`src/inc/led_cfg_pkg.sv`:
```
// constants for the segment, scan and low-grayscale configuration register
package led_cfg_pkg;
  localparam int REG_WIDTH = 48;
  localparam int ADDR_WIDTH = 4;
  localparam int DATA_WIDTH = 16;
  // word offsets of the 48-bit register, low word first, then the multiplier and the two derived read words
  localparam logic [3:0] ADDR_WORD0 = 4'h0;
  localparam logic [3:0] ADDR_WORD1 = 4'h1;
  localparam logic [3:0] ADDR_WORD2 = 4'h2;
  localparam logic [3:0] ADDR_MULT = 4'h3;
  localparam logic [3:0] ADDR_DERIVED0 = 4'h4;
  localparam logic [3:0] ADDR_DERIVED1 = 4'h5;
  // field positions
  localparam int SEG_LSB = 0;
  localparam int SEG_W = 10;
  localparam int RSTEP_LSB = 10;
  localparam int GSTEP_LSB = 15;
  localparam int BSTEP_LSB = 20;
  localparam int STEP_W = 5;
  localparam int RBOOST_LSB = 25;
  localparam int GBOOST_LSB = 29;
  localparam int BBOOST_LSB = 33;
  localparam int BOOST_W = 4;
  localparam int ROW_LSB = 37;
  localparam int ROW_W = 4;
  localparam int TRIM_LSB = 41;
  localparam int TRIM_W = 6;
  localparam int RSVD_BIT = 47;
  localparam int MULT_W = 4;
  // reset values
  localparam logic [47:0] REG_RESET = 48'h00e0_0094_a400;
  localparam logic [47:0] REG_WMASK = 48'h7fff_ffff_ffff;
  localparam logic [3:0] MULT_RESET = 4'h7;
  // decoding constants
  localparam logic [10:0] SEG_MIN_CODE = 11'h07f;
  localparam logic [10:0] SEG_DEFAULT = 11'h080;
  localparam logic [10:0] ROW_ZERO_CLOCKS = 11'h02d;
  localparam logic [10:0] ROW_UNIT_CLOCKS = 11'h01e;
endpackage

```
`src/hdl/led_matrix_timing_config_reg.sv`:
```
// configuration register for segment length, row switch and low-grayscale tuning
//
// What this block does
// - segment clock count: codes 127..1023 give code+1 clocks, else 128
// - three 5-bit smoothing steps reset to 01001b, code n means level n+1
// - three 4-bit dim boost fields reset to zero, code n means level n
// - row switch: code zero gives 45 clocks, else (n+1)*30 clocks
// - row switch field resets to 0111b, giving 8x30 clocks
// - black field trim adds n clocks, 0 to 63, resets to zero
// - grayscale clock multiplier code n gives n+1 times serial clock
`timescale 1ns/100ps
module led_matrix_timing_config_reg (
  // clock and reset
  input wire logic mclk,
  input wire logic rst,
  // register port
  input wire logic [led_cfg_pkg::ADDR_WIDTH-1:0] regAddr,
  input wire logic [led_cfg_pkg::DATA_WIDTH-1:0] regWrData,
  input wire logic regWrite,
  input wire logic regRead,
  output logic [led_cfg_pkg::DATA_WIDTH-1:0] regRdData,
  // raw fields
  output logic [9:0] segment_clock_count,
  output logic [4:0] red_smooth_step,
  output logic [4:0] green_smooth_step,
  output logic [4:0] blue_smooth_step,
  output logic [3:0] red_dim_boost,
  output logic [3:0] green_dim_boost,
  output logic [3:0] blue_dim_boost,
  output logic [3:0] row_switch_interval,
  output logic [5:0] black_field_trim,
  output logic [3:0] grayscale_clock_multiplier,
  // decoded values for the pwm and scan logic
  output logic [10:0] segmentClocks,
  output logic [5:0] redStepLevel,
  output logic [5:0] greenStepLevel,
  output logic [5:0] blueStepLevel,
  output logic [10:0] rowSwitchClocks,
  output logic [4:0] clockMultiple
);

  ////////////////////////////////////////////////////////////////////////////
  // register storage
  logic [47:0] cfg;
  logic [47:0] next_cfg;
  logic [3:0] mult;
  logic [3:0] next_mult;
  logic [15:0] next_regRdData;
  logic [47:0] wordMask;
  logic [47:0] wordData;

  always_comb begin
    next_cfg = cfg;
    next_mult = mult;
    wordMask = 48'h0000_0000_0000;
    wordData = 48'h0000_0000_0000;
    if (regWrite) begin
      case (regAddr)
        led_cfg_pkg::ADDR_WORD0: begin
          wordMask = 48'h0000_0000_ffff;
          wordData = {32'h0000_0000, regWrData};
        end
        led_cfg_pkg::ADDR_WORD1: begin
          wordMask = 48'h0000_ffff_0000;
          wordData = {16'h0000, regWrData, 16'h0000};
        end
        led_cfg_pkg::ADDR_WORD2: begin
          wordMask = 48'hffff_0000_0000;
          wordData = {regWrData, 32'h0000_0000};
        end
        led_cfg_pkg::ADDR_MULT: begin
          next_mult = regWrData[led_cfg_pkg::MULT_W-1:0];
        end
        default: begin
          wordMask = 48'h0000_0000_0000;
        end
      endcase
      // bit 47 never takes a written value
      wordMask = wordMask & led_cfg_pkg::REG_WMASK;
      next_cfg = (cfg & ~wordMask) | (wordData & wordMask);
    end
  end

  // word writes land on the next edge
  always_ff @(posedge mclk) begin
    if (rst) begin
      cfg <= led_cfg_pkg::REG_RESET;
      mult <= led_cfg_pkg::MULT_RESET;
    end else begin
      cfg <= next_cfg;
      mult <= next_mult;
    end
  end

  ////////////////////////////////////////////////////////////////////////////
  // field extraction
  logic [47:0] cfgView;
  logic [3:0] multView;

  logic [9:0] fSeg;
  logic [4:0] fRStep;
  logic [4:0] fGStep;
  logic [4:0] fBStep;
  logic [3:0] fRBoost;
  logic [3:0] fGBoost;
  logic [3:0] fBBoost;
  logic [3:0] fRow;
  logic [5:0] fTrim;

  // while rst is high the reset contents feed every field and decoded output register; read data is held at zero
  assign cfgView = rst ? led_cfg_pkg::REG_RESET : cfg;
  assign multView = rst ? led_cfg_pkg::MULT_RESET : mult;

  // field slices
  assign fSeg = cfgView[led_cfg_pkg::SEG_LSB +: led_cfg_pkg::SEG_W];
  assign fRStep = cfgView[led_cfg_pkg::RSTEP_LSB +: led_cfg_pkg::STEP_W];
  assign fGStep = cfgView[led_cfg_pkg::GSTEP_LSB +: led_cfg_pkg::STEP_W];
  assign fBStep = cfgView[led_cfg_pkg::BSTEP_LSB +: led_cfg_pkg::STEP_W];
  assign fRBoost = cfgView[led_cfg_pkg::RBOOST_LSB +: led_cfg_pkg::BOOST_W];
  assign fGBoost = cfgView[led_cfg_pkg::GBOOST_LSB +: led_cfg_pkg::BOOST_W];
  assign fBBoost = cfgView[led_cfg_pkg::BBOOST_LSB +: led_cfg_pkg::BOOST_W];
  assign fRow = cfgView[led_cfg_pkg::ROW_LSB +: led_cfg_pkg::ROW_W];
  assign fTrim = cfgView[led_cfg_pkg::TRIM_LSB +: led_cfg_pkg::TRIM_W];

  ////////////////////////////////////////////////////////////////////////////
  // decoding
  logic [10:0] next_segmentClocks;
  logic [10:0] next_rowSwitchClocks;
  logic [5:0] next_redStepLevel;
  logic [5:0] next_greenStepLevel;
  logic [5:0] next_blueStepLevel;
  logic [4:0] next_clockMultiple;
  logic [10:0] rowCode;
  logic [10:0] segPlusOne;
  logic [4:0] rowPlusOne;

  // segment code plus one
  code_plus_one #(
    .W(led_cfg_pkg::SEG_W)
  ) segPlusOne_i (
    .code(fSeg),
    .level(segPlusOne)
  );

  // row switch code plus one
  code_plus_one #(
    .W(led_cfg_pkg::ROW_W)
  ) rowPlusOne_i (
    .code(fRow),
    .level(rowPlusOne)
  );

  // segment and row switch lengths
  always_comb begin
    rowCode = {6'h00, rowPlusOne};
    if ({1'b0, fSeg} >= led_cfg_pkg::SEG_MIN_CODE) begin
      next_segmentClocks = segPlusOne;
    end else begin
      next_segmentClocks = led_cfg_pkg::SEG_DEFAULT;
    end
    if (fRow == 4'h0) begin
      next_rowSwitchClocks = led_cfg_pkg::ROW_ZERO_CLOCKS;
    end else begin
      next_rowSwitchClocks = 11'(rowCode * led_cfg_pkg::ROW_UNIT_CLOCKS);
    end
  end

  // smoothing step levels
  code_plus_one #(
    .W(led_cfg_pkg::STEP_W)
  ) redStepLevel_i (
    .code(fRStep),
    .level(next_redStepLevel)
  );

  code_plus_one #(
    .W(led_cfg_pkg::STEP_W)
  ) greenStepLevel_i (
    .code(fGStep),
    .level(next_greenStepLevel)
  );

  code_plus_one #(
    .W(led_cfg_pkg::STEP_W)
  ) blueStepLevel_i (
    .code(fBStep),
    .level(next_blueStepLevel)
  );

  // clock multiple
  code_plus_one #(
    .W(led_cfg_pkg::MULT_W)
  ) clockMultiple_i (
    .code(multView),
    .level(next_clockMultiple)
  );

  ////////////////////////////////////////////////////////////////////////////
  // read path
  // read data stands in the cycle after the strobe
  always_comb begin
    next_regRdData = 16'h0000;
    if (regRead && !rst) begin
      case (regAddr)
        led_cfg_pkg::ADDR_WORD0: next_regRdData = cfg[15:0];
        led_cfg_pkg::ADDR_WORD1: next_regRdData = cfg[31:16];
        led_cfg_pkg::ADDR_WORD2: begin
          next_regRdData = cfg[47:32];
          next_regRdData[led_cfg_pkg::RSVD_BIT-32] = 1'b0;
        end
        led_cfg_pkg::ADDR_MULT: next_regRdData = {12'h000, mult};
        led_cfg_pkg::ADDR_DERIVED0: next_regRdData = {5'h00, next_segmentClocks};
        led_cfg_pkg::ADDR_DERIVED1: next_regRdData = {5'h00, next_rowSwitchClocks};
        default: next_regRdData = 16'h0000;
      endcase
    end
  end

  ////////////////////////////////////////////////////////////////////////////
  // raw field registers
  logic [9:0] next_segment_clock_count;

  logic [4:0] next_red_smooth_step;
  logic [4:0] next_green_smooth_step;
  logic [4:0] next_blue_smooth_step;

  logic [3:0] next_red_dim_boost;
  logic [3:0] next_green_dim_boost;
  logic [3:0] next_blue_dim_boost;

  logic [3:0] next_row_switch_interval;
  logic [5:0] next_black_field_trim;
  logic [3:0] next_grayscale_clock_multiplier;

  // raw fields follow the register one edge later
  always_comb begin
    next_segment_clock_count = fSeg;

    next_red_smooth_step = fRStep;
    next_green_smooth_step = fGStep;
    next_blue_smooth_step = fBStep;

    next_red_dim_boost = fRBoost;
    next_green_dim_boost = fGBoost;
    next_blue_dim_boost = fBBoost;

    next_row_switch_interval = fRow;

    next_black_field_trim = fTrim;

    next_grayscale_clock_multiplier = multView;
  end

  ////////////////////////////////////////////////////////////////////////////
  // output registers
  // read data
  always_ff @(posedge mclk) begin
    regRdData <= next_regRdData;
  end

  // raw fields
  always_ff @(posedge mclk) begin
    segment_clock_count <= next_segment_clock_count;
    red_smooth_step <= next_red_smooth_step;
    green_smooth_step <= next_green_smooth_step;
    blue_smooth_step <= next_blue_smooth_step;
    red_dim_boost <= next_red_dim_boost;
    green_dim_boost <= next_green_dim_boost;
    blue_dim_boost <= next_blue_dim_boost;
    row_switch_interval <= next_row_switch_interval;
    black_field_trim <= next_black_field_trim;
    grayscale_clock_multiplier <= next_grayscale_clock_multiplier;
  end

  // decoded values
  always_ff @(posedge mclk) begin
    segmentClocks <= next_segmentClocks;
    redStepLevel <= next_redStepLevel;
    greenStepLevel <= next_greenStepLevel;
    blueStepLevel <= next_blueStepLevel;
    rowSwitchClocks <= next_rowSwitchClocks;
    clockMultiple <= next_clockMultiple;
  end

endmodule

////////////////////////////////////////////////////////////////////////////
// code plus one, shared by the step levels, lengths and clock multiple
// level is one bit wider so the top code cannot wrap
module code_plus_one #(
  parameter int W = 5
) (
  // code in
  input wire logic [W-1:0] code,
  // level out
  output logic [W:0] level
);

  localparam logic [W:0] ONE = {{W{1'b0}}, 1'b1};

  assign level = {1'b0, code} + ONE;

endmodule

```
`config.mk`:
```
export PLATFORM = sky130hd
export DESIGN_NAME = led_matrix_timing_config_reg
export DESIGN_NICKNAME = d
export VERILOG_FILES = /design/src/inc/led_cfg_pkg.sv /design/src/hdl/led_matrix_timing_config_reg.sv
export SDC_FILE = /design/constraint.sdc
export NUM_CORES = 1
export LEC_CHECK = 0
export ABC_AREA = 0
export ABC_CLOCK_PERIOD_IN_PS = 4640
export BUFFER_PORTS_ARGS = -buffer_cell sky130_fd_sc_hd__clkbuf_2
export CORE_UTILIZATION = 52
export CTS_BUF_LIST = sky130_fd_sc_hd__clkbuf_8
export CTS_CLUSTER_SIZE = 12
export DETAILED_ROUTE_END_ITERATION = 16
export GPL_TIMING_DRIVEN = 0
export PLACE_DENSITY = 0.77
export SLEW_MARGIN = 10
export SYNTH_ARGS = -nofsm -noshare
export SYNTH_HDL_FRONTEND = slang
export SYNTH_SLANG_ARGS = --single-unit
```
`constraint.sdc`:
```
create_clock -name mclk -period 4.64 [get_ports mclk]
set_input_delay 0.928 -clock mclk [delete_from_list [all_inputs] [get_ports mclk]]
set_output_delay 0.928 -clock mclk [all_outputs]
set_load 0.05 [all_outputs]
```
==> results of run 1 <==
==> tightest hold or removal path, cell delays in order (launching register included) <==
cell	delay [ns]
dfxtp_1	0.32
nand2_1	0.05
a21oi_1	0.05
==> path summary, 6_finish.rpt <==
check | start | end | slack (ns) | cells past startpoint
max | rst | regRdData[9] | 0.96 | 11
max reg2reg | register | regRdData[9] | 1.18 | 12
min reg2reg | register | register | 0.47 | 2
min | register | register | 0.47 | 2
==> power groups by stage <==
| stage | Clock [uW] | Sequential, uW | Combinational (uW) |
|---|---|---|---|
| 6_report | 1040 | 1410 | 173 |
| 5_1_grt | 1110 | 1410 | 186 |
| 4_1_cts | 1050 | 1400 | 172 |
| 3_5_place_dp | 0 | 1440 | 171 |
| 3_3_place_gp | 0 | 1440 | 168 |
| 2_1_floorplan | 0 | 1460 | 84.2 |
==> kinds of logic after synthesis <==
| family | Yosys count | synth area share |
|---|---|---|
| other | 1 | 0.000622 |
| buffers and inverters | 54 | 0.0452 |
| AOI/OAI and AO/OA | 87 | 0.0857 |
| and+or+nand+nor | 264 | 0.214 |
| muxes | 21 | 0.0417 |
| DFF | 161 | 0.535 |
| adders and majority gates | 21 | 0.0448 |
| xor gates and xnor gates | 23 | 0.0334 |
==> synthesized netlist by cell type, types with 2 or more instances <==
cell,number,area share
nand4_1,6,0.0062
and3_1,4,0.0041
a31oi_1,2,0.0021
mux2i_1,15,0.025
or3_1,2,0.0021
buf_6,2,0.0037
xnor2_1,8,0.012
dfxtp_1,161,0.53
nor3_1,9,0.0075
nor3b_1,3,0.0037
or2_2,10,0.010
nor4b_1,2,0.0029
inv_1,16,0.010
and2_1,2,0.0021
nor4_1,2,0.0021
o21ai_0,8,0.0066
mux4_2,3,0.011
nand2b_1,3,0.0031
nand2_1,110,0.068
or4_1,2,0.0025
ha_1,20,0.042
nand3_1,23,0.019
clkbuf_1,16,0.010
nor2_1,39,0.024
a21oi_1,52,0.043
o22ai_1,5,0.0052
mux2_2,3,0.0056
clkbuf_8,3,0.0068
buf_2,10,0.0083
xor2_1,15,0.022
buf_4,3,0.0037
a21o_1,4,0.0050
nor2b_1,38,0.039
==> layer usage <==
metal | share of wire | global-route usage | vias up
met5 | 0 | 0 | -
met4 | 0.026 | 0.132 | 0
met3 | 0.071 | 0.0605 | 35
met2 | 0.47 | 0.447 | 239
met1 | 0.43 | 0.373 | 2402
li1 | - | - | 2411
==> cell type report <==
class | instances | area [um2]
fill | 953 | 3800
sequential | 161 | 3220
multi-input combinational | 417 | 2530
timing repair buffer | 132 | 661
clock buffer | 19 | 262
buffer | 36 | 205
tap | 140 | 175
clock inverter | 13 | 146
inverter | 18 | 67.6
==> per-stage QoR <==
step	cell area (um2)	hold WS, ns
floorplan	6030	0.441
global placement	6870	0.454
detailed placement	6870	0.457
CTS	7270	0.469
global route	7270	0.500
finish	7270	0.471
==> impl_metrics.env, run 1 <==
export IMPL_setup_violations_final=0
export IMPL_die_area_um2=12000
export IMPL_firstDrtPassIters=5
export IMPL_seq_power_share=0.537
export IMPL_gp_congestion=0.903
export IMPL_postCtsHoldBufs=0
export IMPL_drt_iter0_drc=419
export IMPL_dpl_cell_count=904
export IMPL_worstSetupPathType="in2reg"
export IMPL_rsz0062_at_grt="false"
export IMPL_skew_ns=0.0102
export IMPL_clk_pin_slew_ns=0.08
export IMPL_synth_avg_cell_area_um2=9.54
export IMPL_antenna_found_initial=0
export IMPL_clk_latency_ns=0.46
export IMPL_path_max_fanout=10
export IMPL_period_minus_slack_ns=3.68
export IMPL_powerDensity_nw_per_um2=360
export IMPL_post_route_period_util=0.793
export IMPL_fin_total_pwr_uw=2620
export IMPL_ctsRootBufferMaster="clkbuf_8"
export IMPL_path_cells="clkbuf_8 -> clkbuf_8 -> clkbuf_1 -> clkbuf_1 -> nor2_1 -> fa_1 -> ha_1 -> a21oi_1 -> o21ai_0 -> xnor2_1 -> o31ai_2"
export IMPL_slowest_stage="clkbuf_1"
export IMPL_htreeDepth=4
export IMPL_cp_data_arrival_time_ns=4.05
export IMPL_rows=38
export IMPL_final_antenna_net_count=0
export IMPL_cts_tree="yes"
export IMPL_cts_sink_count=161
export IMPL_pre_cts_ws_ns=0.480
export IMPL_nets=828
export IMPL_maxCapViolations=0
export IMPL_hold_viol=0
export IMPL_diodes=0
export IMPL_utilization=0.657
export IMPL_tritoncts_num_buffers=17
export IMPL_wl_per_cell_um=17.2
export IMPL_worstSetupStartpointType="primary input"
export IMPL_cp_end_kind="register"
export IMPL_critPathBufInv=4
export IMPL_grt_util_all_layers=0.284
export IMPL_area_growth_pct=20.6
export IMPL_io_pins=136
export IMPL_numPortBuffers=132
export IMPL_yosysUniqueCellTypes=64
export IMPL_async_flop_share=0
export IMPL_fmax_mhz=272
export IMPL_cts_setup_buffers=0
export IMPL_ir_worst_vdd_mv=0.235
export IMPL_vias=5087
export IMPL_drive_above_1_share=0.263
export IMPL_synth_seq_cells=161
export IMPL_clockPowerShare=0.397
export IMPL_crit_required_ns=5.01
export IMPL_ctsResizeCount=0
export IMPL_outcome="finished clean"
export IMPL_routed_wirelength_um=16100
export IMPL_mostFrequentLayoutCells="dfxtp_1 (161), clkbuf_2 (133), nand2_1 (110)"
export IMPL_yosysWarnings=0
export IMPL_synthCells=632
export IMPL_synth_edf_count=0
export IMPL_ys_flop_type="dfxtp_1"
export IMPL_p_switching_uw=621
export IMPL_mostFrequentLayoutCell="dfxtp_1"
export IMPL_seq_area_frac_synth=0.535
export IMPL_pwr_share_comb=0.066
export IMPL_fin_tns_setup_ns=0
export IMPL_maxSlewViolCount=0
export IMPL_grt_pass1_wl_um=24900
export IMPL_netSwitchingFraction=0.237
export IMPL_worst_slew_pin_slew_ns=0.712
export IMPL_gr_total_overflow=0
export IMPL_cpLargestDelayFamily="buffers and inverters"
export IMPL_fp_dieH_um=110
export IMPL_grt_pass1_vias=4781
export IMPL_core_area_um2=11100
export IMPL_syn_area_um2=6030
export IMPL_syn_num_nets=677
export IMPL_cp_slowest_stage_delay_ns=0.61
export IMPL_fin_ws_ns=0.962
export IMPL_vias_per_cell=5.43
export IMPL_hpwl_um=11900
export IMPL_die_w_um=110
export IMPL_clockBufferDepth=2
export IMPL_cell_internal_pwr_uw=2000
export IMPL_leakagePower_uw=0.00320
export IMPL_start_util=0.544
export IMPL_fin_cells=936
export IMPL_grt_max_degree=17
export IMPL_maxSlewHeadroom=0.526
export IMPL_drc_errors=0
export IMPL_hp_class="reg2reg"
(Power assumes the default switching activity.)
==> run 2, diff against run 1 <==
- ABC_CLOCK_PERIOD_IN_PS: 4640 -> 3300
- CORE_UTILIZATION: 52 -> 50
- PLACE_DENSITY: 0.77 -> 0.78
- clock period: 4.64 -> 3.3 ns (I/O delays scaled with it)
==> run 2 against run 1 <==
  * The run now ends with DRC left
  * Hold slack worse by 0.027 ns
  * Power up 43%
  * Critical path type is now reg2reg
  * First-iteration DRC count down 3.1%
  * Die area up 3.9%
  * Sequential share of layout area down 0.69 points
  * Clock power up 46%
  * Design area up 1.7%
  * Largest power group unchanged
  * Register-to-register slack worse by 1.1 ns
  * Global-route usage down 0.60 points
  * Via count down 0.29%
  * Flip-flop and latch count unchanged
  * Highest routed layer unchanged
==> impl_metrics.env, run 2 (synthesis gave the netlist of run 1 again) <==
export IMPL_outcome="complete, but fails checks"
export IMPL_failed_checks="DRC"
export IMPL_antenna_found_initial=0
export IMPL_firstDrtPassIters=14
export IMPL_die_w_um=112
export IMPL_cts_tree="yes"
export IMPL_hp_class="in2reg"
export IMPL_setup_violations_final=0
export IMPL_skew_ns=0.0108
export IMPL_drive_above_1_share=0.282
export IMPL_fin_cells=941
export IMPL_clk_pin_slew_ns=0.09
export IMPL_layout_area_seq_um2=3230
export IMPL_rows=39
export IMPL_drc_errors=10
export IMPL_crit_required_ns=3.68
export IMPL_path_cells="nor2_4 -> inv_1 -> ha_1 -> xnor2_2 -> ha_4 -> xor2_2 -> fa_1 -> ha_1 -> a21oi_1 -> o21ai_1 -> xnor2_1 -> o31ai_2"
export IMPL_io_pins=136
export IMPL_wl_per_cell_um=17.7
export IMPL_maxSlewViolCount=0
export IMPL_critPathBufInv=1
export IMPL_netSwitchingFraction=0.239
export IMPL_die_area_um2=12500
export IMPL_p_switching_uw=897
export IMPL_mostFrequentLayoutCell="dfxtp_1"
export IMPL_placed_cell_area_um2=6890
export IMPL_worst_r2r_endpoint="regRdData[9]"
export IMPL_crit_top_cell="ha_1"
export IMPL_slowest_stage="fa_1"
export IMPL_vias_per_cell=5.39
export IMPL_worstSetupPathType="reg2reg"
export IMPL_hold_viol=0
export IMPL_powerDensity_nw_per_um2=507
export IMPL_dpl_cell_count=907
export IMPL_pwr_share_comb=0.067
export IMPL_crit_end="regRdData[9]"
export IMPL_fmax_mhz=315
export IMPL_leakagePower_uw=0.00324
export IMPL_hpwl_um=12200
export IMPL_period_minus_slack_ns=3.18
export IMPL_maxCapViolations=0
export IMPL_multi_input_area_um2=2610
export IMPL_post_route_period_util=0.963
export IMPL_numPortBuffers=132
export IMPL_htreeDepth=4
export IMPL_clockBufferDepth=2
export IMPL_cell_internal_pwr_uw=2850
export IMPL_cts_sink_count=161
export IMPL_nets=830
export IMPL_area_growth_pct=22.6
export IMPL_final_antenna_net_count=0
export IMPL_gp_congestion=0.901
export IMPL_cp_end_kind="register"
export IMPL_cp_data_arrival_time_ns=3.56
export IMPL_maxSlewHeadroom=0.577
export IMPL_final_cell_area_um2=7390
export IMPL_fp_dieH_um=112
export IMPL_fin_total_pwr_uw=3750
export IMPL_grt_max_degree=17
export IMPL_ir_worst_vdd_mv=0.444
export IMPL_grt_pass1_vias=4962
export IMPL_routed_wirelength_um=16700
export IMPL_worst_slew_pin_slew_ns=0.635
export IMPL_vias=5072
export IMPL_r2r_setup_slack_ns=0.12
export IMPL_start_util=0.521
export IMPL_grt_pass1_wl_um=26200
export IMPL_core_area_um2=11600
export IMPL_cpLargestDelayFamily="adder cells"
export IMPL_seq_power_share=0.528
export IMPL_diodes=0
export IMPL_gr_total_overflow=0
export IMPL_ctsRootBufferMaster="clkbuf_8"
export IMPL_path_max_fanout=4
export IMPL_worstSetupStartpointType="register"
export IMPL_cp_depth=12
export IMPL_grt_util_all_layers=0.278
export IMPL_mostFrequentLayoutCells="dfxtp_1 (159), clkbuf_2 (135), nand2_1 (110)"
export IMPL_drt_iter0_drc=406
export IMPL_ff2ff_path_depth=12
export IMPL_clockPowerShare=0.406
export IMPL_cp_slowest_stage_delay_ns=0.49
export IMPL_clk_latency_ns=0.46
export IMPL_fillers=947
export IMPL_tritoncts_num_buffers=17
## run 2: cell count changes in the layout (fill, tap and decap cells not counted), sizes merged
cell | before | now
buf | 16 | 18
clkbuf | 171 | 172
inv | 21 | 22
clkinv | 4 | 3
clkinvlp | 3 | 2
## run 2: layout make-up
cell class,count,area share
Buffer,36,0.0281
Clock buffer,20,0.0372
Clock inverter,12,0.0210
Inverter,18,0.00914
Multi-Input combinational cell,417,0.353
Sequential cell,161,0.436
Tap cell,143,0.0242
Timing Repair Buffer,134,0.0914
## run 2: how the worst min path moves through the flow
stage | cells past startpoint | endpoint | from | slack [ns]
after floorplan | 2 | register | register | 0.44
after global placement | 2 | register | register | 0.45
after detailed placement | 2 | register | register | 0.46
after CTS | 3 | register | regWrData[15] | 0.42
after global routing | 3 | register | regWrData[15] | 0.43
final | 3 | register | regWrData[15] | 0.44
## run 2: timing repair
item | in CTS | in global routing
gates resized for setup | 2 | 10
buffers inserted | 0 | 2
setup endpoints to repair | 2 | 2
pin swaps | 0 | 2
hold buffers | 0 | 0
## run 2: through the flow
stage	setup TNS [ns]	worst slack, ns	utilization	hold WS, ns
floorplan	0	0.00303	-	0.441
global placement	-1.00	-0.527	0.596	0.453
detailed placement	-0.997	-0.499	0.596	0.461
CTS	0	0.0308	0.634	0.418
global route	-0.0236	-0.0236	0.639	0.430
finish	0	0.123	0.639	0.444
## run 2: metal layers
metal,share of wire,GRT usage,vias up
met5,0,0,-
met4,0.037,0.167,0
met3,0.087,0.0637,50
met2,0.47,0.435,261
met1,0.41,0.350,2352
li1,-,-,2409
## run 2: power groups by stage
stage / Combinational, uW / Sequential [uW] / Clock (uW)
after detailed placement: 239 / 2020 / 0
after CTS: 241 / 1980 / 1550
after global placement: 234 / 2020 / 0
after global routing: 266 / 1980 / 1640
final: 250 / 1980 / 1520
after floorplan: 120 / 2060 / 0
## run 2: tightest hold or removal path: stages
cell and delay [ns]:
clkbuf_2 0.10, nand2_1 0.05, nand3_1 0.07
